**config.mk**
```make
export PLATFORM = sky130hd
export DESIGN_NAME = tws_slave
export DESIGN_NICKNAME = d
export VERILOG_FILES = /design/src/rtl/tws_pkg.sv /design/src/rtl/tws_slave.sv
export VERILOG_INCLUDE_DIRS = /design/src /design/src/rtl
export SDC_FILE = /design/constraint.sdc
export NUM_CORES = 1
export LEC_CHECK = 0
export BUFFER_PORTS_ARGS = -buffer_cell sky130_fd_sc_hd__clkbuf_2
export CAP_MARGIN = 20
export CORE_UTILIZATION = 58
export DETAILED_ROUTE_END_ITERATION = 16
export MAX_ROUTING_LAYER = met4
export PLACE_DENSITY_LB_ADDON = 0.2
export SETUP_SLACK_MARGIN = 0.4
export SLEW_MARGIN = 0
export SYNTH_ARGS = -nofsm -noshare
export SYNTH_HDL_FRONTEND = slang
export SYNTH_SLANG_ARGS = --single-unit
```
**constraint.sdc**
```tcl
create_clock -name core_clk -period 12.71 [get_ports core_clk]
set_input_delay 1.271 -clock core_clk [delete_from_list [all_inputs] [get_ports core_clk]]
set_output_delay 1.271 -clock core_clk [all_outputs]
set_load 0.01 [all_outputs]
```
**src/rtl/tws_regs.svh**
```systemverilog
/*
 * Register offsets, field positions, reset values and widths of the
 * two-wire slave. Assumes a 12-bit byte address on the register port.
 */
`ifndef TWS_REGS_SVH
`define TWS_REGS_SVH

`define TWS_AW          12
`define TWS_CNT_W       16
`define TWS_OFF_STOP    12'h014
`define TWS_OFF_SUSP    12'h01c
`define TWS_OFF_RESUME  12'h020
`define TWS_OFF_ARMRX   12'h030
`define TWS_OFF_ARMTX   12'h034
`define TWS_OFF_EVHALT  12'h104
`define TWS_OFF_EVFAULT 12'h124
`define TWS_OFF_EVRXB   12'h14c
`define TWS_OFF_EVTXB   12'h150
`define TWS_OFF_EVWR    12'h164
`define TWS_OFF_EVRD    12'h168
`define TWS_OFF_LINKS   12'h200
`define TWS_OFF_IEN     12'h300
`define TWS_OFF_IENSET  12'h304
`define TWS_OFF_IENCLR  12'h308
`define TWS_OFF_PEND    12'h30c
`define TWS_OFF_FCAUSE  12'h4d0
`define TWS_OFF_MATCH   12'h4d4
`define TWS_OFF_ON      12'h500
`define TWS_OFF_PSCL    12'h508
`define TWS_OFF_PSDA    12'h50c
`define TWS_OFF_RXPTR   12'h534
`define TWS_OFF_RXMAX   12'h538
`define TWS_OFF_RXAMT   12'h53c
`define TWS_OFF_RXLIST  12'h540
`define TWS_OFF_TXPTR   12'h544
`define TWS_OFF_TXMAX   12'h548
`define TWS_OFF_TXAMT   12'h54c
`define TWS_OFF_TXLIST  12'h550
`define TWS_OFF_ADDR0   12'h588
`define TWS_OFF_ADDR1   12'h58c
`define TWS_OFF_CFG     12'h594
`define TWS_OFF_ORC     12'h5c0
// Event bit positions in event, enable and pending vectors
`define TWS_EV_HALT     3'h0
`define TWS_EV_FAULT    3'h1
`define TWS_EV_RXB      3'h2
`define TWS_EV_TXB      3'h3
`define TWS_EV_WR       3'h4
`define TWS_EV_RD       3'h5
// Link bits: command events straight to suspend
`define TWS_LK_WR_SUSP  0
`define TWS_LK_RD_SUSP  1
// Fault cause bits
`define TWS_FC_OVERFLOW 0
`define TWS_FC_OVERREAD 1
`define TWS_ON_VALUE    4'h1
`define TWS_PSEL_OFF    6'h20

`endif

```
**src/rtl/tws_pkg.sv**
```systemverilog
/*
 * Types of the two-wire slave: bus and memory carriers, engine states
 * and the module state record. Assumes tws_regs.svh on the include path.
 */
`include "tws_regs.svh"

package tws_pkg;

	typedef struct packed {
		logic [`TWS_AW-1:0] addr;
		logic [31:0]        wdata;
		logic               wr;
		logic               rd;
	} tws_bus_req_type;

	typedef struct packed {
		logic [31:0] addr;
		logic [7:0]  wdata;
		logic        we;
		logic        re;
	} tws_mem_req_type;

	typedef enum logic [3:0] {
		ST_IDLE     = 4'b0000,
		ST_ADDR     = 4'b0001,
		ST_ADDR_END = 4'b0010,
		ST_ACK_ADDR = 4'b0011,
		ST_GATE     = 4'b0100,
		ST_RX       = 4'b0101,
		ST_RX_END   = 4'b0110,
		ST_ACK_RX   = 4'b0111,
		ST_TX_FETCH = 4'b1000,
		ST_TX_LOAD  = 4'b1001,
		ST_TX       = 4'b1010,
		ST_TX_ACK   = 4'b1011,
		ST_DONE     = 4'b1100
	} tws_fsm_type;

	typedef struct packed {
		logic                  en;
		logic [5:0]            c_psel, d_psel;
		logic [5:0]            ev, pend, irq_enable;
		logic [1:0]            links, fcause, cfg, rxlist, txlist;
		logic                  match;
		logic [6:0]            addr0, addr1;
		logic [7:0]            overread_fill_byte, sh;
		logic [31:0]           rxptr, txptr, lptr, rdata;
		logic [`TWS_CNT_W-1:0] rxmax, txmax, rxamt, txamt, lmax, cnt;
		logic                  scl_s1, scl_s2, scl_s3;
		logic                  sda_s1, sda_s2, sda_s3;
		tws_fsm_type           fsm;
		logic [2:0]            bitcnt;
		logic                  rw, nack, xfer, rxprep, txprep, susp;
		logic                  sda_drv;
		tws_mem_req_type       mem;
	} tws_state_type;

endpackage : tws_pkg

```
**src/rtl/tws_slave.sv**
```systemverilog
/*
 * Two-wire slave: register port, pin routing over the GPIO pads, bus
 * engine with clock stretching and a byte-wide buffer memory port.
 * Assumes a memory that answers a read one cycle after mem_req.re and
 * a system power state input that is high in ON mode.
 */
`timescale 1ns/1ps
`default_nettype none
`include "tws_regs.svh"

module tws_slave #(
	parameter int NPINS = 32
) (
	input  wire logic                     core_clk,
	input  wire logic                     rst,
	input  wire tws_pkg::tws_bus_req_type bus_req,
	output logic [31:0]                   bus_rdata,
	input  wire logic                     sys_on,
	input  wire logic [NPINS-1:0]         pin_in,
	input  wire logic [NPINS-1:0]         gpio_out,
	input  wire logic [NPINS-1:0]         gpio_oe,
	output logic [NPINS-1:0]              pad_out,
	output logic [NPINS-1:0]              pad_oe,
	output tws_pkg::tws_mem_req_type      mem_req,
	input  wire logic [7:0]               mem_rdata,
	output logic                          irq
);
	import tws_pkg::*;

	tws_state_type q;
	tws_state_type n;
	logic          wr;
	logic          rd;
	logic [31:0]   wd;
	logic          t_stop;
	logic          ev_hit;
	logic [2:0]    ev_idx;
	logic [5:0]    evs;
	logic [1:0]    fc_set;
	logic          scl_raw;
	logic          sda_raw;
	logic          scl_r;
	logic          scl_f;
	logic          start;
	logic          stop;
	logic          in_rng;
	logic          ready;
	logic          fin;
	logic          m0;
	logic          m1;
	logic          scl_drv;

	// ------------------------------------------------------------
	// Pad routing
	// ------------------------------------------------------------
	// Holding the clock low covers waiting for software, a pending
	// suspend and the memory fetch of the next transmit byte.
	// clock stretch
	assign scl_drv = q.en && ((q.fsm == ST_GATE && !ready) ||
		q.fsm == ST_TX_FETCH || q.fsm == ST_TX_LOAD ||
		(q.susp && !q.scl_s2 && q.fsm != ST_IDLE && q.fsm != ST_DONE));

	always_comb begin
		for (int i = 0; i < NPINS; i++) begin
			pad_out[i] = gpio_out[i];
			pad_oe[i]  = gpio_oe[i];
			if (q.en && !q.c_psel[5] && q.c_psel[4:0] == 5'(i)) begin
				pad_out[i] = 1'b0;
				pad_oe[i]  = scl_drv;
			end
			if (q.en && !q.d_psel[5] && q.d_psel[4:0] == 5'(i)) begin
				pad_out[i] = 1'b0;
				pad_oe[i]  = q.sda_drv;
			end
		end
	end

	// Unselected lines read as idle-high so no false start appears
	assign scl_raw = q.c_psel[5] ? 1'b1 : pin_in[q.c_psel[4:0]];
	assign sda_raw = q.d_psel[5] ? 1'b1 : pin_in[q.d_psel[4:0]];

	assign bus_rdata = q.rdata;
	assign mem_req   = q.mem;
	assign irq       = |(q.pend & q.irq_enable);

	// ------------------------------------------------------------
	// Next state
	// ------------------------------------------------------------
	always_comb begin
		n          = q;
		evs        = '0;
		fc_set     = '0;
		t_stop     = 1'b0;
		fin        = 1'b0;
		ev_hit     = 1'b0;
		ev_idx     = 3'h0;
		n.mem.we   = 1'b0;
		n.mem.re   = 1'b0;
		n.rdata    = '0;
		wr         = bus_req.wr;
		rd         = bus_req.rd;
		wd         = bus_req.wdata;
		n.scl_s1   = scl_raw;
		n.scl_s2   = q.scl_s1;
		n.scl_s3   = q.scl_s2;
		n.sda_s1   = sda_raw;
		n.sda_s2   = q.sda_s1;
		n.sda_s3   = q.sda_s2;
		scl_r      = q.scl_s2 && !q.scl_s3;
		scl_f      = !q.scl_s2 && q.scl_s3;
		start      = q.scl_s2 && q.scl_s3 && q.sda_s3 && !q.sda_s2;
		stop       = q.scl_s2 && q.scl_s3 && !q.sda_s3 && q.sda_s2;
		in_rng     = q.cnt < q.lmax;
		ready      = (q.rw ? q.txprep : q.rxprep) && !q.susp;
		m0         = q.cfg[0] && q.sh[6:0] == q.addr0;
		m1         = q.cfg[1] && q.sh[6:0] == q.addr1;

		case (bus_req.addr)
			`TWS_OFF_EVHALT:  begin ev_hit = 1'b1; ev_idx = `TWS_EV_HALT; end
			`TWS_OFF_EVFAULT: begin ev_hit = 1'b1; ev_idx = `TWS_EV_FAULT; end
			`TWS_OFF_EVRXB:   begin ev_hit = 1'b1; ev_idx = `TWS_EV_RXB; end
			`TWS_OFF_EVTXB:   begin ev_hit = 1'b1; ev_idx = `TWS_EV_TXB; end
			`TWS_OFF_EVWR:    begin ev_hit = 1'b1; ev_idx = `TWS_EV_WR; end
			`TWS_OFF_EVRD:    begin ev_hit = 1'b1; ev_idx = `TWS_EV_RD; end
			default:          begin ev_hit = 1'b0; ev_idx = 3'h0; end
		endcase

		// --------------------------------------------------------
		// Register writes
		// --------------------------------------------------------
		if (wr) begin
			if (ev_hit)
				n.ev[ev_idx] = wd[0];
			case (bus_req.addr)
				// tasks act on a one only
				`TWS_OFF_STOP:   t_stop = wd[0];
				`TWS_OFF_SUSP:   if (wd[0]) n.susp = 1'b1;
				`TWS_OFF_RESUME: if (wd[0]) n.susp = 1'b0;
				`TWS_OFF_ARMRX:  if (wd[0]) n.rxprep = 1'b1;
				`TWS_OFF_ARMTX:  if (wd[0]) n.txprep = 1'b1;
				`TWS_OFF_LINKS:  n.links = wd[1:0];
				`TWS_OFF_IEN:    n.irq_enable = wd[5:0];
				`TWS_OFF_IENSET: n.irq_enable = q.irq_enable | wd[5:0];
				`TWS_OFF_IENCLR: n.irq_enable = q.irq_enable & ~wd[5:0];
				`TWS_OFF_FCAUSE: n.fcause = q.fcause & ~wd[1:0];
				`TWS_OFF_ON:     n.en = wd[3:0] == `TWS_ON_VALUE;
				`TWS_OFF_PSCL:   if (!q.en) n.c_psel = {wd[31], wd[4:0]};
				`TWS_OFF_PSDA:   if (!q.en) n.d_psel = {wd[31], wd[4:0]};
				`TWS_OFF_RXPTR:  n.rxptr = wd;
				`TWS_OFF_RXMAX:  n.rxmax = wd[`TWS_CNT_W-1:0];
				`TWS_OFF_RXLIST: n.rxlist = wd[1:0];
				`TWS_OFF_TXPTR:  n.txptr = wd;
				`TWS_OFF_TXMAX:  n.txmax = wd[`TWS_CNT_W-1:0];
				`TWS_OFF_TXLIST: n.txlist = wd[1:0];
				`TWS_OFF_ADDR0:  n.addr0 = wd[6:0];
				`TWS_OFF_ADDR1:  n.addr1 = wd[6:0];
				`TWS_OFF_CFG:    n.cfg = wd[1:0];
				`TWS_OFF_ORC:    n.overread_fill_byte = wd[7:0];
				default:         n.en = q.en;
			endcase
		end

		// --------------------------------------------------------
		// Register reads
		// --------------------------------------------------------
		if (rd) begin
			if (ev_hit)
				n.rdata = {31'h0, q.ev[ev_idx]};
			case (bus_req.addr)
				`TWS_OFF_LINKS:  n.rdata = {30'h0, q.links};
				`TWS_OFF_IEN,
				`TWS_OFF_IENSET,
				`TWS_OFF_IENCLR: n.rdata = {26'h0, q.irq_enable};
				`TWS_OFF_PEND:   n.rdata = {26'h0, q.pend};
				`TWS_OFF_FCAUSE: n.rdata = {30'h0, q.fcause};
				`TWS_OFF_MATCH:  n.rdata = {31'h0, q.match};
				`TWS_OFF_ON:     n.rdata = {28'h0, q.en ? `TWS_ON_VALUE : 4'h0};
				`TWS_OFF_PSCL:   n.rdata = {q.c_psel[5], 26'h0, q.c_psel[4:0]};
				`TWS_OFF_PSDA:   n.rdata = {q.d_psel[5], 26'h0, q.d_psel[4:0]};
				`TWS_OFF_RXPTR:  n.rdata = q.rxptr;
				`TWS_OFF_RXMAX:  n.rdata = 32'(q.rxmax);
				`TWS_OFF_RXAMT:  n.rdata = 32'(q.rxamt);
				`TWS_OFF_RXLIST: n.rdata = {30'h0, q.rxlist};
				`TWS_OFF_TXPTR:  n.rdata = q.txptr;
				`TWS_OFF_TXMAX:  n.rdata = 32'(q.txmax);
				`TWS_OFF_TXAMT:  n.rdata = 32'(q.txamt);
				`TWS_OFF_TXLIST: n.rdata = {30'h0, q.txlist};
				`TWS_OFF_ADDR0:  n.rdata = {25'h0, q.addr0};
				`TWS_OFF_ADDR1:  n.rdata = {25'h0, q.addr1};
				`TWS_OFF_CFG:    n.rdata = {30'h0, q.cfg};
				`TWS_OFF_ORC:    n.rdata = {24'h0, q.overread_fill_byte};
				default:         n.rdata = n.rdata;
			endcase
		end

		// --------------------------------------------------------
		// Bus engine
		// --------------------------------------------------------
		if (t_stop) begin
			// halt whether or not the bus saw a stop
			evs[`TWS_EV_HALT] = 1'b1;
			fin      = 1'b1;
			n.rxprep = 1'b0;
			n.txprep = 1'b0;
			n.fsm    = ST_IDLE;
		end else if (!q.en) begin
			n.fsm     = ST_IDLE;
			n.sda_drv = 1'b0;
			n.xfer    = 1'b0;
		end else if (stop && q.fsm != ST_IDLE) begin
			evs[`TWS_EV_HALT] = 1'b1;
			fin      = 1'b1;
			n.rxprep = 1'b0;
			n.txprep = 1'b0;
			n.fsm    = ST_IDLE;
		end else if (start) begin
			// A repeated start ends the transfer but keeps preparation
			fin      = 1'b1;
			n.fsm    = ST_ADDR;
			n.bitcnt = 3'h0;
		end else begin
			case (q.fsm)
				ST_ADDR: if (scl_r) begin
					n.sh     = {q.sh[6:0], q.sda_s2};
					n.bitcnt = q.bitcnt + 3'h1;
					if (q.bitcnt == 3'h7) begin
						n.rw  = q.sda_s2;
						n.fsm = (m0 || m1) ? ST_ADDR_END : ST_DONE;
						if (m0 || m1)
							n.match = !m0;
					end
				end
				ST_ADDR_END: if (scl_f) begin
					n.sda_drv = 1'b1;
					n.fsm     = ST_ACK_ADDR;
					evs[`TWS_EV_WR] = !q.rw;
					evs[`TWS_EV_RD] = q.rw;
					if (q.rw ? q.links[`TWS_LK_RD_SUSP] : q.links[`TWS_LK_WR_SUSP])
						n.susp = 1'b1;
				end
				ST_ACK_ADDR: if (scl_f) begin
					n.sda_drv = 1'b0;
					n.fsm     = ST_GATE;
				end
				ST_GATE: if (ready) begin
					// pointer and limit taken once armed, after the address ack
					n.lptr   = q.rw ? q.txptr : q.rxptr;
					n.lmax   = q.rw ? q.txmax : q.rxmax;
					n.cnt    = '0;
					n.xfer   = 1'b1;
					n.bitcnt = 3'h0;
					if (q.rw) begin
						n.txprep = 1'b0;
						evs[`TWS_EV_TXB] = 1'b1;
						n.fsm    = ST_TX_FETCH;
					end else begin
						n.rxprep = 1'b0;
						evs[`TWS_EV_RXB] = 1'b1;
						n.fsm    = ST_RX;
					end
				end
				ST_RX: if (scl_r) begin
					n.sh     = {q.sh[6:0], q.sda_s2};
					n.bitcnt = q.bitcnt + 3'h1;
					if (q.bitcnt == 3'h7)
						n.fsm = ST_RX_END;
				end
				ST_RX_END: if (scl_f) begin
					n.fsm = ST_ACK_RX;
					if (in_rng) begin
						n.mem.we    = 1'b1;
						n.mem.addr  = q.lptr + 32'(q.cnt);
						n.mem.wdata = q.sh;
						n.cnt       = q.cnt + 1'b1;
						n.sda_drv   = 1'b1;
					end else begin
						fc_set[`TWS_FC_OVERFLOW] = 1'b1;
						evs[`TWS_EV_FAULT]       = 1'b1;
					end
				end
				ST_ACK_RX: if (scl_f) begin
					n.sda_drv = 1'b0;
					n.fsm     = ST_RX;
				end
				ST_TX_FETCH: begin
					n.mem.re   = in_rng;
					n.mem.addr = q.lptr + 32'(q.cnt);
					n.fsm      = ST_TX_LOAD;
				end
				// First pass waits for the memory answer to a fetch
				ST_TX_LOAD: if (!q.mem.re) begin
					n.bitcnt = 3'h0;
					n.fsm    = ST_TX;
					if (in_rng) begin
						n.sh  = mem_rdata;
						n.cnt = q.cnt + 1'b1;
					end else begin
						n.sh = q.overread_fill_byte;
						fc_set[`TWS_FC_OVERREAD] = 1'b1;
						evs[`TWS_EV_FAULT]       = 1'b1;
					end
					n.sda_drv = !n.sh[7];
				end
				ST_TX: if (scl_f) begin
					if (q.bitcnt == 3'h7) begin
						n.sda_drv = 1'b0;
						n.fsm     = ST_TX_ACK;
					end else begin
						n.bitcnt  = q.bitcnt + 3'h1;
						n.sh      = {q.sh[6:0], 1'b0};
						n.sda_drv = !q.sh[6];
					end
				end
				ST_TX_ACK: begin
					if (scl_r)
						n.nack = q.sda_s2;
					if (scl_f)
						n.fsm = q.nack ? ST_DONE : ST_TX_FETCH;
				end
				ST_IDLE, ST_DONE: n.fsm = q.fsm;
				default: n.fsm = ST_IDLE;
			endcase
		end

		// byte counts of the last transfer
		if (fin) begin
			if (q.xfer && q.rw)
				n.txamt = q.cnt;
			if (q.xfer && !q.rw)
				n.rxamt = q.cnt;
			n.xfer    = 1'b0;
			n.sda_drv = 1'b0;
		end

		// selects are lost outside ON mode
		if (!sys_on) begin
			n.c_psel = `TWS_PSEL_OFF;
			n.d_psel = `TWS_PSEL_OFF;
		end

		// Hardware sets win over software clears
		n.ev     = n.ev | evs;
		n.pend   = ((rd && bus_req.addr == `TWS_OFF_PEND) ? 6'h0 : q.pend) | evs;
		n.fcause = n.fcause | fc_set;
	end

	always_ff @(posedge core_clk or posedge rst) begin
		if (rst) begin
			q        <= '0;
			q.c_psel <= `TWS_PSEL_OFF;
			q.d_psel <= `TWS_PSEL_OFF;
			q.scl_s1 <= 1'b1;
			q.scl_s2 <= 1'b1;
			q.scl_s3 <= 1'b1;
			q.sda_s1 <= 1'b1;
			q.sda_s2 <= 1'b1;
			q.sda_s3 <= 1'b1;
		end else begin
			q <= n;
		end
	end
endmodule : tws_slave

`default_nettype wire

```
## Yosys cells after proc, flatten, opt, wreduce, memory -nomap -nowiden

Cells that the tools add are included.

| word-level totals | value |
|---|---|
| ROM bits | 0 |
| memories | 0 |
| logic and storage cells | 652 |
| bits in latches | 0 |
| memory bits (writable) | 0 |
| bits in registers | 358 |
| bits of input ports | 153 |
| output and inout port bits | 139 |

| operators by class | value |
|---|---|
| add/subtract/negate cells | 3 |
| order comparisons | 5 |
| equality and inequality tests | 154 |
| multipliers | 0 |
| shift-type cells | 0 |
| reduce and logical (&&, ||, !) cells | 146 |
| muxes and demuxes | 287 |
| divide/modulo/power cells | 0 |
| bitwise logic cells | 12 |

Operators by type and width:

| operator | count |
|---|---|
| $pmux 32 s20 | 1 |
| $mux 42 | 8 |
| $eq 12x11->1 const B | 17 |
| $mux 1 | 178 |
| $eq 5x5->1 const B | 32 |
| $mux 8 | 18 |
| $mux 44 | 2 |
| $logic_and 1x1->1 | 86 |
| $eq 5x4->1 const B | 16 |
| $mux 16 | 5 |
| $eq 12x9->1 const B | 6 |
| $ne 6x6->1 const B | 12 |
| $mux 32 | 2 |
| $pmux 32 s2 | 1 |
| $eq 12x10->1 const B | 5 |
| $mux 4 | 13 |
| $mux 49 | 1 |
| $pmux 16 s3 | 1 |
| $pmux 4 s12 | 1 |
| $mux 6 | 7 |
| $eq 5x3->1 const B | 8 |
| $mux 2 | 20 |
| $eq 12x6->1 const B | 3 |
| $mux 7 | 5 |
| other kinds (67) | 159 |

## Longest topological paths before layout

Gate-level depths: netlist (run 1).

| logic depth | value |
|---|---|
| depth in word-level cells | 17 |
| gate-level depth with buffers | 12 |
| depth with buffers taken out | 10 |

## Least setup slack after synthesis (run 1)

No wires, ideal clock.

| path | value |
|---|---|
| path type | input port to flip-flop |
| start | input bus_req[36] in the netlist's numbering |
| end | register q (netlist bit mem_req[10]) |
| arrival | 3.279 ns |
| buffers on the path | 4 |
| setup slack | 9.306 ns |
| setup time | 0.125 ns |
| cell stages on the path | 11 |
| required time | 12.585 ns |
| path through | buf_4 -> or4b_1 -> buf_4 -> nor2_4 -> a21oi_2 -> and3_4 -> buf_6 -> and3_4 -> a31o_4 -> buf_6 -> mux2_4 |

| on the way | value |
|---|---|
| cells in the longest elaborated chain, start to end | 5 |
| elaborated cells on any way between the ends | 7 |
| classes of those cells | eq/ne (3); mux (2); bitwise (1); reduce/logical (1) |

Ends and longest elaborated chain:

| element | line | RTL |
|---|---|---|
| from (decl) | tws_slave.sv:16 | `input wire tws_pkg::tws_bus_req_type bus_req,` |
| $eq 12x5->1 (*) | tws_slave.sv:134 | `case (bus_req.addr)` |
| $mux 1 (*) | tws_slave.sv:134 |  |
| $mux 1 (*) | tws_slave.sv:131 | `if (wr) begin` |
| $ne 6x6->1 (no source line) / $not 1->1 (equally long branches) | n/a |  |
| $reduce_and 7->1 (no source line) (*) | n/a |  |
| to (signal assigned) | tws_slave.sv:359 | `q <= n;` |
| to (decl) | tws_slave.sv:30 | `tws_state_type q;` |

Every way passes the cells marked *; elsewhere a longest branch is shown, timed or not.
A chain may end at the register's enable or synchronous reset.

## Worst setup path after layout (run 1)

| path | value |
|---|---|
| start | register q[54] in the netlist's numbering |
| end | output pad_oe[31] |

| on the way | value |
|---|---|
| cells in the longest elaborated chain, start to end | 8 |
| elaborated cells on any way between the ends | 14 |
| classes of those cells | eq/ne (4); mux (2); reduce/logical (8) |

Ends and longest elaborated chain:

| element | line | RTL |
|---|---|---|
| $eq 4x3->1 | tws_slave.sv:59 | `assign scl_drv = q.en && ((q.fsm == ST_GATE && !ready) \|\|` |
| $logic_and 1x1->1 | tws_slave.sv:59 |  |
| $logic_or 1x1->1 | tws_slave.sv:59 |  |
| $logic_or 1x1->1 | tws_slave.sv:60 | `q.fsm == ST_TX_FETCH \|\| q.fsm == ST_TX_LOAD \|\|` |
| $logic_or 1x1->1 (*) | tws_slave.sv:60 |  |
| $logic_and 1x1->1 (*) | tws_slave.sv:59 |  |
| $mux 1 (*) | tws_slave.sv:67 | `if (q.en && !q.c_psel[5] && q.c_psel[4:0] == 5'(i)) begin` |
| $mux 1 (*) | tws_slave.sv:71 | `if (q.en && !q.d_psel[5] && q.d_psel[4:0] == 5'(i)) begin` |
| to (decl) | tws_slave.sv:23 | `output logic [NPINS-1:0] pad_oe,` |

Marks and branches as above.

==> results of run 1 <==
[cells by family after synthesis]
logic type | after synthesis | share of synthesized area (%)
muxes | 306 | 17.9
AOI/OAI and AO/OA | 385 | 12.7
adders and majority gates | 35 | 2.24
DFF | 358 | 45.1
buffers and inverters | 213 | 5.72
and+or+nand+nor | 592 | 14.1
xor gates and xnor gates | 51 | 2.25
[where the power goes]
part / internal [uW] / switching, uW
Clock: 673 / 460
Sequential: 1140 / 1.89
Combinational: 41.8 / 68.6
[state kept, by name, summed over array words and instances (netlist names)]
name and cells:
q 280, bus_rdata 32, n 4, mem_req 42
[layer usage]
metal / global-route usage, % / vias up / part of all wire (%)
met5: - / - / 0
met4: 9.58 / 0 / 2.6
met3: 4.24 / 102 / 6.0
met2: 52.8 / 651 / 49
met1: 42.6 / 7917 / 42
li1: - / 7274 / -
[worst max-delay path: stages, from the launching register on]
cell,delay [ns]
dfrtp_1,0.55
nor2b_1,0.44
nand2_1,0.14
o221ai_1,0.30
and2_1,0.29
buf_16,0.20
mux2i_1,0.09
a21oi_1,0.24
clkbuf_2,0.18
[stage by stage]
step	hold WS (ns)	setup WS, ns	instance area [um2]	cells	utilization, %
after global routing	0.358	8.27	22400	2588	66.8
after global placement	0.348	8.18	21000	2513	62.6
after CTS	0.356	7.93	22400	2584	66.5
after floorplan	0.345	1.52	19900	1940	-
after detailed placement	0.351	8.07	21100	2514	62.7
final	0.355	8.44	22400	2588	66.8
[path summary, 6_finish.rpt]
check | from | to | slack, ns | depth (start not counted)
worst max-delay path | q[54] | pad_oe[31] | 8.44 | 8
worst min-delay path | n[60] | n[59] | 0.35 | 0
worst max register to register | q[52] | q[75] | 9.05 | 9
worst min register to register | n[60] | n[59] | 0.35 | 0
max in group asynchronous | rst | n[60] | 9.83 | 5
min in group asynchronous | rst | q[264] | 0.86 | 2
[Yosys cell counts, types with 7 or more instances]
library cell / number
a221oi_1: 7
mux2_2: 175
nor2b_1: 21
a222oi_1: 26
nor4_1: 9
buf_1: 10
buf_4: 78
a211oi_1: 7
and3_1: 52
dfrtp_1: 350
a22oi_1: 40
nand2b_1: 16
nand3_1: 39
clkbuf_1: 76
o211ai_1: 11
nor3_1: 16
a21o_1: 7
xnor2_1: 25
a31oi_1: 11
buf_2: 11
nor2_1: 157
mux4_2: 20
a22o_1: 15
o21ai_0: 104
and2_1: 7
xor2_1: 26
inv_1: 32
mux2i_1: 105
a21oi_1: 108
nand2_1: 217
ha_1: 34
dfstp_2: 8
nand4_1: 16
[final cells by class]
type | instances | area (um2) | area share (%)
Inverter | 33 | 131 | 0.585
Multi-Input combinational cell | 1369 | 9810 | 43.7
Timing Repair Buffer | 310 | 1680 | 7.48
Tap cell | 448 | 561 | 2.50
Clock buffer | 57 | 1150 | 5.14
Clock inverter | 13 | 138 | 0.613
Sequential cell | 358 | 8970 | 40.0
[placed cells by master (no fill, tap or decap), types with 16 or more instances in the layout]
master / count
a21oi_1: 108
a222oi_1: 26
a22oi_1: 40
and3_1: 52
clkbuf_16: 40
clkbuf_2: 291
dfrtp_1: 349
ha_1: 34
inv_1: 31
mux2_2: 175
mux2i_1: 105
mux4_2: 20
nand2_1: 216
nand2b_1: 16
nand3_1: 39
nand4_1: 16
nor2_1: 152
nor2b_1: 21
nor3_1: 16
o21ai_0: 104
xnor2_1: 25
xor2_1: 26
==> results.md, run 1 <==
- Slew HR: 23.9%
- RD Place Congestion: 0.948
- Die H: between 150 and 200 um
- Vias in the first global route: 15698
- Ys flop type: dfrtp_1
- CP required: 11.44 ns
- Root buffer cell: clkbuf_16
- Num rows: 67
- H-tree level count: 2
- Worst-margin pin slew: between 1 and 1.5 ns
- Congestion Overflow GR: 0
- Area leader, netlist: dfrtp_1
- VDD IR-drop max: a little under 0.1 mV
- CP Max Fanout: 31
- Post-cts resize count: 0
- Nature of the critical path endpoint: output pin
- # diodes: 0
- Die area: 0.0350 mm2
- Share of synthesized registers carrying an async set or reset: 100%
- Tot GR Track Use: about a third
- Post-route ant nets: 0
- IO Port Bufs: 291
- Filler cell count: 2633
- Share of cells above drive strength 1: about 29%
- Hpwl dp: 38.8 mm
- MaxCap Viol Count: 0
- Hold Crit Class: flop to flop
- Cts hold-fix bufs: 0
- CP Launch Type: flop
- Max Clock Freq: between 200 and 250 MHz
- WL/cell: 21.5 um
- CTS max path bufs: 3
- Slew Viols, Final: 0
- YS warnings: 0
- Largest net degree at the start of global routing: about 120
- Core Area: about 0.034 mm2
- Syn_nets: 2128
- Cts bufs inserted: 39
- Cell Area, Synth: 0.0199 mm2
- Drt first pass iters: 7
- Post-Route WL: 55.7 mm
- Post-synth top area share: 44.0%
- Seq/Total Area, Yosys: 45.1%
- Cells taking the most area after synthesis: dfrtp_1, mux2_2, mux2i_1
- Final period utilization: 33.6%
- DRC: 0
- Layout area overhead: 12.8%
- Setup Fix Bufs, Post-CTS: 0
- Fin Setup TNS: 0 ns
- Via count: 15944
- Mapped Cells: 1940
- Status: finished, final reports clean
- Avg Cell Area, Syn: 10.3 um2
- Initial core utilization: between 50% and 60%
- Fin. Hold Viols: 0
- Number of setup violations in the final report: 0
- Crit Path Category: flop to output pin
- #FFs+latches synth: 358
- Skew-Pair Late Insertion Delay: 0.55 ns
- Minimum clock period: 4.27 ns
- CP arrival: 3.00 ns
- Drt initial violations: 1637
- EDFF count, synth: 0
- Clock Skew: 0.0230 ns
- Ports: 292
- LEAKAGE: 0.0111 uW
- Unrepaired setup endpoints after global routing: no
- First-pass GRT wire length: ~87 mm
- Post-synthesis cell type count: 84
- Initial antenna violation count: 0
- Die width: 187 um
- Pwr per Cell Area: 106 mW/mm2
- CTS tree: built
- TritonCTS Sinks: 358
- Total power: approximately 2400 uW
- Clock-pin slew on the worst setup and hold paths: 0.06 ns
- Layout Nets: 2299
- Via density: a little over 6
Note: power is estimated with default switching activity, not from simulation.
==> run 2: changes to the inputs <==
- clock period: 12.71 -> 4.25 ns (I/O delays scaled with it)
==> results.md, run 2 (same netlist as run 1, synthesis figures left out) <==
- Status: finished, final reports clean
- Reg with most FFs: q
- Layout area overhead: 13.8%
- Pwr per Cell Area: 322 mW/mm2
- Layout Nets: 2320
- # diodes: 0
- Post-Route WL: between 50 and 60 mm
- VDD IR-drop max: around 0.26 mV
- Crit Path Category: flop to output pin
- Slew HR: 27.1%
- P_sw: 1620 uW
- Die area: 0.0350 mm2
- First-pass GRT wire length: 90.6 mm
- Cts bufs inserted: 39
- Final period utilization: 80.4%
- WL/cell: between 20 and 25 um
- Clock-pin slew on the worst setup and hold paths: around 0.060 ns
- Seq pwr share: between 40% and 50%
- TritonCTS Sinks: between 300 and 400
- Final setup margin: just over 0.8 ns
- Skew-Pair Late Insertion Delay: around 0.54 ns
- Via count: approximately 16000
- Congestion Overflow GR: 0
- RD Place Congestion: around 0.96
- Dpl ws: 0.922 ns
- Final std cells w/o fill: ~2600
- Number of setup violations in the final report: 0
- Drt first pass iters: 8
- Via density: 6.23
- Max reg flops: 280
- Largest net degree at the start of global routing: ~110
- Fin Setup TNS: 0 ns
- Filler cell count: 2637
- Max Clock Freq: 293 MHz
- Hpwl dp: between 40 and 50 mm
- Worst-margin pin slew: 1.09 ns
- Fin. Hold Viols: 0
- Max stage delay on crit path: roughly 0.6 ns
- CP arrival: 2.99 ns
- Core Area: between 0.03 and 0.04 mm2
- Slew Viols, Final: 0
- Initial core utilization: 59.2%
- Commonest non-fill, non-tap cell in the layout: dfrtp_1
- Nature of the critical path endpoint: output pin
- Most frequent cells in the layout: dfrtp_1, clkbuf_2, nand2_1, mux2_2, nor2_1
- Placed Instances: 2536
- Num rows: 67
- Fin Hold WS: roughly 0.15 ns
- DRC: 0
- Internal power: 5680 uW
- CP Max Fanout: 32
- Drt initial violations: between 1000 and 1500
- Die H: 187 um
- Post-route ant nets: 0
- CP Launch Type: flop
- Setup Fix Bufs, Post-CTS: 0
- IO Port Bufs: 291
- CTS max path bufs: 3
- Unrepaired setup endpoints after global routing: no
- Die width: 187 um
- Hold Crit Class: primary input to flop
- Vias in the first global route: 16206
- Part of the power in the clock network: 48.6%
- H-tree level count: 2
- CP required: between 3 and 4 ns
- Initial antenna violation count: 0
- Minimum clock period: 3.42 ns
- Cts hold-fix bufs: 1
- MaxCap Viol Count: 0
- Tot GR Track Use: 33.7%
- Comb power frac: under 10%
- Switching Fraction: about 22%
- Ports: 292
- Post-cts resize count: 0
- Slowest cell on crit path: dfrtp_1
- CTS tree: built
- CP Cell Sequence: nor2b_1 > nand2_1 > o221ai_1 > and2_1 > buf_4 > mux2i_1 > a21oi_1 > clkbuf_2
- Root buffer cell: clkbuf_16
- Clock Skew: 0.0129 ns
- Share of cells above drive strength 1: 29.1%
- LEAKAGE: about 0.011 uW
-- run 2: changes by cell type in the layout (fill, tap and decap cells not counted), moves of 2 or more --
| cell | before | now |
|---|---|---|
| bufinv_16 | 2 | 4 |
| buf_12 | 0 | 4 |
| buf_4 | 15 | 34 |
| clkinvlp_4 | 3 | 1 |
| buf_16 | 4 | 1 |
-- run 2: layout make-up --
| type | count | area, um2 | area share, % |
|---|---|---|---|
| clock buffer | 58 | 1160 | 5.12 |
| timing repair buffer | 331 | 1830 | 8.08 |
| sequential | 358 | 8970 | 39.6 |
| inverter | 33 | 128 | 0.564 |
| tap | 448 | 561 | 2.48 |
| multi-input combinational | 1369 | 9810 | 43.3 |
| clock inverter | 13 | 184 | 0.812 |
-- run 2: routing by layer --
metal  up-vias  track usage [%]  part of all wire, %
li1       7310                -                    -
met2       697             55.1                   49
met5         -                -                    0
met4         0             8.73                  2.5
met1      8143             44.2                   42
met3       113             4.78                  7.0
-- run 2: final timing paths --
kind                                  start          end  slack (ns)  depth (start not counted)
worst max-delay path                  q[54]   pad_oe[28]        0.83                          8
worst min register to register        n[60]        n[59]        0.36                          0
worst min-delay path            bus_req[27]       q[247]        0.15                          2
min in group asynchronous               rst       q[102]        0.41                          3
max in group asynchronous               rst  mem_req[34]        2.87                          4
worst max register to register        q[62]  mem_req[38]        0.95                         10
-- run 2: critical path, delay by kind of cell, from the launching register on --
family | cells | cell delay (ns)
AOI/OAI and AO/OA | 2 | 0.44
DFF | 1 | 0.60
muxes | 1 | 0.12
and+or+nand+nor | 3 | 0.76
buffers and inverters | 2 | 0.51
-- run 2: stage by stage --
| step | instance area (um2) | power [uW] | util, % |
|---|---|---|---|
| 6_report | 22600 | 7290 | 67.4 |
| 5_1_grt | 22600 | 7490 | 67.4 |
| 4_1_cts | 22600 | 7330 | 67.2 |
| 2_1_floorplan | 19900 | 3640 | - |
| 3_3_place_gp | 21300 | 3810 | 63.2 |
| 3_5_place_dp | 21300 | 3810 | 63.2 |
-- run 2: power groups by stage --
stage                     sequential (uW)  combinational, uW  clock [uW]
final                                3420                332        3540
after global routing                 3420                364        3710
after CTS                            3420                334        3580
after detailed placement             3480                332           0
after global placement               3480                330           0
after floorplan                      3480                159           0
